<file path="config.mk">
export PLATFORM = sky130hd
export DESIGN_NAME = dram_refresh_and_clock_ctrl
export DESIGN_NICKNAME = d
export VERILOG_FILES = /design/src/refresh_ctrl_pkg.sv /design/src/dram_refresh_and_clock_ctrl.sv
export SDC_FILE = /design/constraint.sdc
export NUM_CORES = 1
export LEC_CHECK = 0
export BUFFER_PORTS_ARGS = -buffer_cell sky130_fd_sc_hd__buf_4
export CAP_MARGIN = 30
export CORE_ASPECT_RATIO = 0.7
export CORE_MARGIN = 2
export CORE_UTILIZATION = 44
export DETAILED_ROUTE_END_ITERATION = 10
export PLACE_DENSITY = 0.76
export SYNTH_ARGS = -nofsm -noshare
export SYNTH_HDL_FRONTEND = slang
export SYNTH_SLANG_ARGS = --single-unit
export TNS_END_PERCENT = 1
</file>
<file path="constraint.sdc">
create_clock -name clk -period 5.9 [get_ports clk]
set_input_delay 1.77 -clock clk [delete_from_list [all_inputs] [get_ports clk]]
set_output_delay 1.77 -clock clk [all_outputs]
set_load 0.005 [all_outputs]
</file>
<file path="src/refresh_ctrl_pkg.sv">
package refresh_ctrl_pkg;
  // Register offsets
  localparam logic [7:0]  OFF_REFRESH_CFG  = 8'h00;
  localparam logic [7:0]  OFF_CLOCK_CTRL   = 8'h04;
  localparam logic [7:0]  OFF_STATUS       = 8'h08;
  // Refresh configuration fields
  localparam int          INTERVAL_W       = 12;
  localparam int          INTERVAL_LSB     = 0;
  localparam logic [11:0] INTERVAL_RST     = 12'h000;
  localparam int          UNIT_SHIFT       = 5;
  localparam logic [4:0]  UNIT_ZERO        = 5'h00;
  localparam int          COUNT_W          = INTERVAL_W + UNIT_SHIFT;
  localparam logic [16:0] COUNT_ONE        = 17'h00001;
  localparam logic [16:0] COUNT_ZERO       = 17'h00000;
  // Clock control fields
  localparam int          CKE_BIT          = 0;
  localparam int          RUN_BIT          = 1;
  localparam logic        CKE_RST          = 1'b0;
  localparam logic        RUN_RST          = 1'b0;
  // Status fields
  localparam int          ST_PEND_BIT      = 0;
  localparam int          ST_FORCED_BIT    = 1;
  localparam int          ST_INIT_BIT      = 2;
  // Bus
  localparam int          ADDR_W           = 8;
  localparam int          DATA_W           = 32;
  localparam int          BANKS            = 4;
  localparam logic [3:0]  ALL_BANKS        = 4'hf;
  localparam logic [3:0]  NO_BANKS         = 4'h0;
  localparam logic [31:0] DATA_ZERO        = 32'h00000000;

  typedef enum logic {
    ARB_COUNT = 1'b0,
    ARB_PEND  = 1'b1
  } arb_e;
endpackage

</file>
<file path="src/dram_refresh_and_clock_ctrl.sv">
`timescale 1ns/1ps
// What this block does
// - Refresh spacing is interval field times 32
// - Each refresh covers one row, all banks
// - No refresh start while ready holds off
// - Static transfers yield at 32-bit word boundaries
// - 16-bit static reads yield after two cycles
// - 32-bit static reads yield after one cycle
// - Refresh only between DRAM bursts, never inside
// - Card transactions continue through refresh untouched
// - Clock-enable bit drives pin, sleep clears
// - Reset loads both bits from boot select
// - Software clear with run issues power-down
// - Software set with run issues power-down-exit
// - Forced-low enable blocks automatic enable transitions
// - Clock-run bit gates clock pin, sleep clears
module dram_refresh_and_clock_ctrl
  import refresh_ctrl_pkg::*;
(
  // Clock and reset
  input  wire logic              clk,
  input  wire logic              rst,
  // Register port
  input  wire logic [ADDR_W-1:0] reg_addr,
  input  wire logic [DATA_W-1:0] reg_wdata,
  input  wire logic              reg_wr,
  input  wire logic              reg_rd,
  output logic      [DATA_W-1:0] reg_rdata,
  // Power state
  input  wire logic              boot_sync_rom_select,
  input  wire logic              sleep_enter,
  input  wire logic              sleep_reset,
  // Static memory transfer state
  input  wire logic              static_busy,
  input  wire logic              static_read,
  input  wire logic              static_bus16,
  input  wire logic              static_word_done,
  input  wire logic              static_read_done,
  input  wire logic              vlio_wait,
  // DRAM and card transfer state
  input  wire logic              dram_burst_active,
  input  wire logic              card_busy,
  // Automatic clock-enable wake request
  input  wire logic              auto_cke_wake,
  // Refresh outputs
  output logic                   refresh_pending,
  output logic                   refresh_start,
  output logic      [BANKS-1:0]  refresh_banks,
  output logic                   static_suspend,
  // Synchronous memory commands
  output logic                   power_down_cmd,
  output logic                   power_down_exit_cmd,
  // Synchronous memory pins
  output logic                   sync_clock_pin0,
  output logic                   sync_clock_enable_pin0
);

  function automatic logic reg_hit(input logic [ADDR_W-1:0] a,
                                   input logic [ADDR_W-1:0] off);
    reg_hit = (a == off);
  endfunction

  //////////////////////////////////////////////////////////////////////
  // Register decode

  logic [INTERVAL_W-1:0] refresh_interval_field_r;
  logic                  bank0_clock_enable_level_r;
  logic                  bank0_clock_run_r;
  logic                  cke_forced_low_r;
  logic                  init_pending_r;
  logic [DATA_W-1:0]     rdata_r;

  wire wr_cfg  = reg_wr & reg_hit(reg_addr, OFF_REFRESH_CFG);
  wire wr_clk  = reg_wr & reg_hit(reg_addr, OFF_CLOCK_CTRL);
  wire rd_cfg  = reg_rd & reg_hit(reg_addr, OFF_REFRESH_CFG);
  wire rd_clk  = reg_rd & reg_hit(reg_addr, OFF_CLOCK_CTRL);
  wire rd_stat = reg_rd & reg_hit(reg_addr, OFF_STATUS);

  wire wr_cke  = reg_wdata[CKE_BIT];
  wire wr_run  = reg_wdata[RUN_BIT];

  //////////////////////////////////////////////////////////////////////
  // Refresh timer and arbitration

  arb_e               arb_r;
  arb_e               arb_nxt;
  logic [COUNT_W-1:0] cnt_r;
  logic [COUNT_W-1:0] cnt_nxt;
  logic               half_r;
  logic               start_r;
  logic [BANKS-1:0]   banks_r;

  wire [COUNT_W-1:0] interval_cycles = {refresh_interval_field_r, UNIT_ZERO};
  wire [COUNT_W-1:0] count_limit     = interval_cycles - COUNT_ONE;
  wire               timer_off       = (refresh_interval_field_r == INTERVAL_RST);
  wire               timer_hit       = (cnt_r == count_limit);

  // Read boundary: 16-bit bus needs a second read, 32-bit one
  wire read_point   = static_read_done & (~static_bus16 | half_r);
  wire static_point = static_read ? read_point : static_word_done;
  wire static_ok    = ~static_busy | static_point;
  wire dram_ok      = ~dram_burst_active;
  wire vlio_ok      = ~vlio_wait;
  // Card activity does not hold off a refresh
  wire card_ok      = card_busy | ~card_busy;
  wire service_ok   = static_ok & dram_ok & vlio_ok & card_ok;
  wire pending_w    = (arb_r == ARB_PEND);
  wire grant        = pending_w & service_ok;

  always_comb begin
    arb_nxt = arb_r;
    cnt_nxt = cnt_r;
    case (arb_r)
      ARB_COUNT: begin
        if (timer_off) begin
          cnt_nxt = COUNT_ZERO;
        end else if (timer_hit) begin
          arb_nxt = ARB_PEND;
          cnt_nxt = COUNT_ZERO;
        end else begin
          cnt_nxt = cnt_r + COUNT_ONE;
        end
      end
      ARB_PEND: begin
        if (grant) begin
          arb_nxt = ARB_COUNT;
          cnt_nxt = COUNT_ONE;
        end
      end
      default: begin
        arb_nxt = ARB_COUNT;
        cnt_nxt = COUNT_ZERO;
      end
    endcase
  end

  always_ff @(posedge clk or posedge rst) begin
    if (rst) begin
      arb_r <= ARB_COUNT;
      cnt_r <= COUNT_ZERO;
    end else begin
      arb_r <= arb_nxt;
      cnt_r <= cnt_nxt;
    end
  end

  // Tracks the first half of a 32-bit word on a 16-bit read
  always_ff @(posedge clk or posedge rst) begin
    if (rst) begin
      half_r <= 1'b0;
    end else if (~static_busy | ~static_read | ~static_bus16) begin
      half_r <= 1'b0;
    end else if (static_read_done) begin
      half_r <= ~half_r;
    end
  end

  always_ff @(posedge clk or posedge rst) begin
    if (rst) begin
      start_r <= 1'b0;
      banks_r <= NO_BANKS;
    end else begin
      start_r <= grant;
      banks_r <= grant ? ALL_BANKS : NO_BANKS;
    end
  end

  //////////////////////////////////////////////////////////////////////
  // Bank 0 clock-run and clock-enable control

  logic pd_r;
  logic pdx_r;
  logic clk_pin_r;
  logic cke_pin_r;

  wire strap_load = init_pending_r | sleep_reset;
  wire sw_clear   = wr_clk & bank0_clock_enable_level_r & ~wr_cke;
  wire sw_set     = wr_clk & ~bank0_clock_enable_level_r & wr_cke;

  always_ff @(posedge clk or posedge rst) begin
    if (rst) begin
      init_pending_r <= 1'b1;
    end else begin
      init_pending_r <= 1'b0;
    end
  end

  always_ff @(posedge clk or posedge rst) begin
    if (rst) begin
      bank0_clock_enable_level_r <= CKE_RST;
      bank0_clock_run_r          <= RUN_RST;
    end else if (strap_load) begin
      bank0_clock_enable_level_r <= boot_sync_rom_select;
      bank0_clock_run_r          <= boot_sync_rom_select;
    end else if (sleep_enter) begin
      bank0_clock_enable_level_r <= 1'b0;
      bank0_clock_run_r          <= 1'b0;
    end else if (wr_clk) begin
      bank0_clock_enable_level_r <= wr_cke;
      bank0_clock_run_r          <= wr_run;
    end
  end

  always_ff @(posedge clk or posedge rst) begin
    if (rst) begin
      cke_forced_low_r <= 1'b0;
    end else if (strap_load | sleep_enter | sw_set) begin
      cke_forced_low_r <= 1'b0;
    end else if (sw_clear) begin
      cke_forced_low_r <= 1'b1;
    end
  end

  // Power-down command uses the run bit before the write
  always_ff @(posedge clk or posedge rst) begin
    if (rst) begin
      pd_r <= 1'b0;
    end else begin
      pd_r <= sw_clear & bank0_clock_run_r & ~strap_load;
    end
  end

  // Power-down-exit command uses the run bit before the write
  always_ff @(posedge clk or posedge rst) begin
    if (rst) begin
      pdx_r <= 1'b0;
    end else begin
      pdx_r <= sw_set & bank0_clock_run_r & ~strap_load;
    end
  end

  // Clock pin toggles at half rate while running
  always_ff @(posedge clk or posedge rst) begin
    if (rst) begin
      clk_pin_r <= 1'b0;
    end else begin
      clk_pin_r <= bank0_clock_run_r & ~clk_pin_r;
    end
  end

  // Enable pin: level bit, or automatic wake unless forced low
  always_ff @(posedge clk or posedge rst) begin
    if (rst) begin
      cke_pin_r <= 1'b0;
    end else begin
      cke_pin_r <= bank0_clock_enable_level_r
                   | (auto_cke_wake & ~cke_forced_low_r);
    end
  end

  //////////////////////////////////////////////////////////////////////
  // Register file

  always_ff @(posedge clk or posedge rst) begin
    if (rst) begin
      refresh_interval_field_r <= INTERVAL_RST;
    end else if (wr_cfg) begin
      refresh_interval_field_r <= reg_wdata[INTERVAL_LSB +: INTERVAL_W];
    end
  end

  wire [DATA_W-1:0] cfg_word  = {{(DATA_W-INTERVAL_W){1'b0}},
                                 refresh_interval_field_r};
  logic [DATA_W-1:0] clk_word;
  logic [DATA_W-1:0] stat_word;

  // Control and status words, fields at their named positions
  always_comb begin
    clk_word                 = DATA_ZERO;
    clk_word[CKE_BIT]        = bank0_clock_enable_level_r;
    clk_word[RUN_BIT]        = bank0_clock_run_r;
    stat_word                = DATA_ZERO;
    stat_word[ST_PEND_BIT]   = pending_w;
    stat_word[ST_FORCED_BIT] = cke_forced_low_r;
    stat_word[ST_INIT_BIT]   = init_pending_r;
  end

  wire [DATA_W-1:0] rd_mux    = rd_cfg  ? cfg_word  :
                                rd_clk  ? clk_word  :
                                rd_stat ? stat_word : DATA_ZERO;

  always_ff @(posedge clk or posedge rst) begin
    if (rst) begin
      rdata_r <= DATA_ZERO;
    end else begin
      rdata_r <= rd_mux;
    end
  end

  //////////////////////////////////////////////////////////////////////
  // Outputs

  assign reg_rdata              = rdata_r;
  assign refresh_pending        = pending_w;
  assign refresh_start          = start_r;
  assign refresh_banks          = banks_r;
  assign static_suspend         = grant & static_busy;
  assign power_down_cmd         = pd_r;
  assign power_down_exit_cmd    = pdx_r;
  assign sync_clock_pin0        = clk_pin_r;
  assign sync_clock_enable_pin0 = cke_pin_r;

endmodule

</file>
==> results.py <==
metrics = {
    "run_status": {
        "status": "completed",
    },
    "setup_path": {
        "start_kind": "primary input",
        "worstSetupPathDepth": 6,
        "worst_r2r_path_depth": 9,
        "crit_chain": "buf_4, nand2b_1, nand3_1, a311oi_1, and3_1, buf_4",
        "crit_path_frequent_cell": "buf_4",
        "worst-path-buf-inv": 2,
        "endpoint_kind": "output port",
        "path_max_fanout": 4,
        "critPathKind": "in2out",
        "required_ps": 4130,
        "crit_path_max_incr_delay_ps": 500,
        "cp.arrival_ps": 2870,
        "crit_family": "compound AO/OA/AOI/OAI gates",
        "cp_slowest_cell": "a311oi_1",
    },
    "drt": {
        "vias": 2372,
        "drtAntennaViolNets": 0,
        "dr.pass1.iters": 4,
        "viasPerCell": 5.25,
        "wl_per_cell_um": 13.9,
        "drcViolationCount": 0,
        "routed_wl_um": 6280,
        "drt_iter0_markers": 121,
    },
    "placement": {
        "portBuffers": 57,
        "place.gp.congestion": 0.802,
        "dp_hpwl_um": 4560,
        "dp.cells": 444,
        "place_area_um2": 3400,
        "pre_cts_slack_ps": 1260,
    },
    "cts": {
        "postCtsHoldBufs": 0,
        "clk_path_buf_depth": 2,
        "cts-htree-levels": 2,
        "cts_tree": "yes",
        "clkLatencyLatePin_ps": 310,
        "postCtsSetupBuffers": 0,
        "cts_made_buffers": 5,
        "clk_pin_slew_ps": 90,
        "clock_sinks": 52,
        "cts_resized": 0,
        "cts_root_buf": "clkbuf_8",
    },
    "floorplanning": {
        "initial_utilization_pct": 44.8,
        "die_w_um": 102,
        "io_pins": 99,
        "dieArea_um2": 7470,
        "die_h_um": 72.9,
        "design.core.area_um2": 6660,
        "rows": 25,
    },
    "cells_and_area": {
        "fillers": 600,
        "diodes": 0,
        "drive_above_1_share_pct": 24.6,
        "regArea_um2": 1300,
        "final_util_pct": 52.6,
        "multi_input_area_um2": 1460,
        "top_register": "cnt_r",
        "stdcell_count": 452,
        "nets": 415,
        "final_area_um2": 3510,
        "largest_register_ffs": 17,
        "syn_to_final_growth_pct": 17.5,
    },
    "timing": {
        "setup_slack_ps": 1260,
        "tns_ps": 0,
        "fmax_mhz": 216,
        "setup_viol": 0,
        "fin_crit_ps": 4640,
        "hold_viol": 0,
        "min_period_over_period_pct": 78.6,
        "final_max_slew_viol_count": 0,
        "rsz0062_at_grt": "false",
        "worstMarginPinSlew_ps": 734,
        "slew_headroom_pct": 50.7,
        "finClkSkew_ps": 8.31,
        "fin_hold_ws_ps": 442,
    },
    "yosys": {
        "synth-seq-cells": 52,
        "synth_area_um2": 2990,
        "netlist_instances": 308,
        "avgSynthCellArea_um2": 9.69,
        "yosys_most_used_dff": "dfrtp_1",
        "yosysMostFrequentCell": "dfrtp_1",
        "ys_top_cells_by_area": "dfrtp_1, buf_4, mux2_2",
        "ys_top_cells_by_count": "dfrtp_1, buf_4, nand2_1, nand3_1, nor2_1",
        "synth_top_area_share_pct": 42.7,
        "synthDistinctLibCells": 52,
        "ys_async_sr_fraction_pct": 100,
        "yosysWarnings": 0,
        "yosys.area.top_type": "dfrtp_1",
        "synth_edf_count": 0,
        "synth-seq-area-share_pct": 43.6,
    },
    "power_and_ir_drop": {
        "p_leak_nw": 1.70,
        "power_mw": 0.780,
        "peakVddDrop_mv": 0.0994,
        "pwr_density_cell_nw_per_um2": 222,
    },
    "hold_path": {
        "holdPathStages": 1,
        "hold_class": "reg2reg",
    },
    "global_routing": {
        "antenna_found_initial": 0,
        "met1_usage_pct": 24.9,
        "grt_use_met2_pct": 28.6,
        "grt-busiest-layer": "met2",
        "overflow": 0,
        "grt_pass1_vias": 2131,
        "use_met3_pct": 3.26,
        "gr-usage-all-layers_pct": 17.8,
        "grt_max_degree": 34,
        "grt_pass1_wl_um": 10300,
    },
    "flow_run": {
        "maxCapViolCount": 0,
    },
}
[area by class of cell]
cell class / count / share of cell area [%]
clock buffers: 6 / 2.07
inverters: 14 / 1.50
multi-input cells: 224 / 41.6
repair buffers: 60 / 13.2
well taps: 94 / 3.35
clock inverters: 2 / 1.11
flip-flops and latches: 52 / 37.1
[kinds of logic (layout without fill, tap and decap cells)]
kind of cell	count (synthesis)	count (layout)	synth area share, %
XOR/XNOR	13	13	3.81
multiplexers	21	21	7.54
other	1	21	0.126
adder cells (fa/ha/maj)	2	2	0.838
AND/OR/NAND/NOR	121	121	23.6
flip-flops	52	52	43.6
AO/OA/AOI/OAI	46	46	10.3
buffers and inverters	52	82	10.2
[cell usage in the layout, fill, tap and decap left out, types with 11 or more instances in the layout]
cell,synthesis,final
nor2_1,17,17
buf_4,25,59
mux2_2,12,12
nand3_1,20,20
nand2_1,20,20
dfrtp_1,51,51
and2_1,13,13
conb_1,1,21
inv_1,14,13
o21ai_0,13,13
nand4_1,11,11
[per-layer routing]
layer | part of all wire [%] | up-vias
met5 | 0 | -
met3 | 4.3 | 7
met2 | 48 | 66
met1 | 46 | 1155
met4 | 1.0 | 0
li1 | - | 1144
[worst paths after layout]
| path | from | to | slack, ps |
|---|---|---|---|
| setup / recovery | static_bus16 | static_suspend | 1260 |
| hold / removal | sync_clock_pin0 | sync_clock_pin0 | 440 |
| setup reg to reg | refresh_interval_field_r[0] | cnt_r[8] | 2820 |
| hold reg to reg | sync_clock_pin0 | sync_clock_pin0 | 440 |
| max in group asynchronous | rst | init_pending_r | 3820 |
| min in group asynchronous | rst | cnt_r[15] | 1470 |
[where the power goes]
part / internal (mW) / leakage [nW] / switching, mW
registers: 0.370 / 0.710 / 0.0188
logic: 0.0653 / 0.938 / 0.0788
clock network: 0.128 / 0.0558 / 0.118
Note: power is estimated with default switching activity, not from simulation.
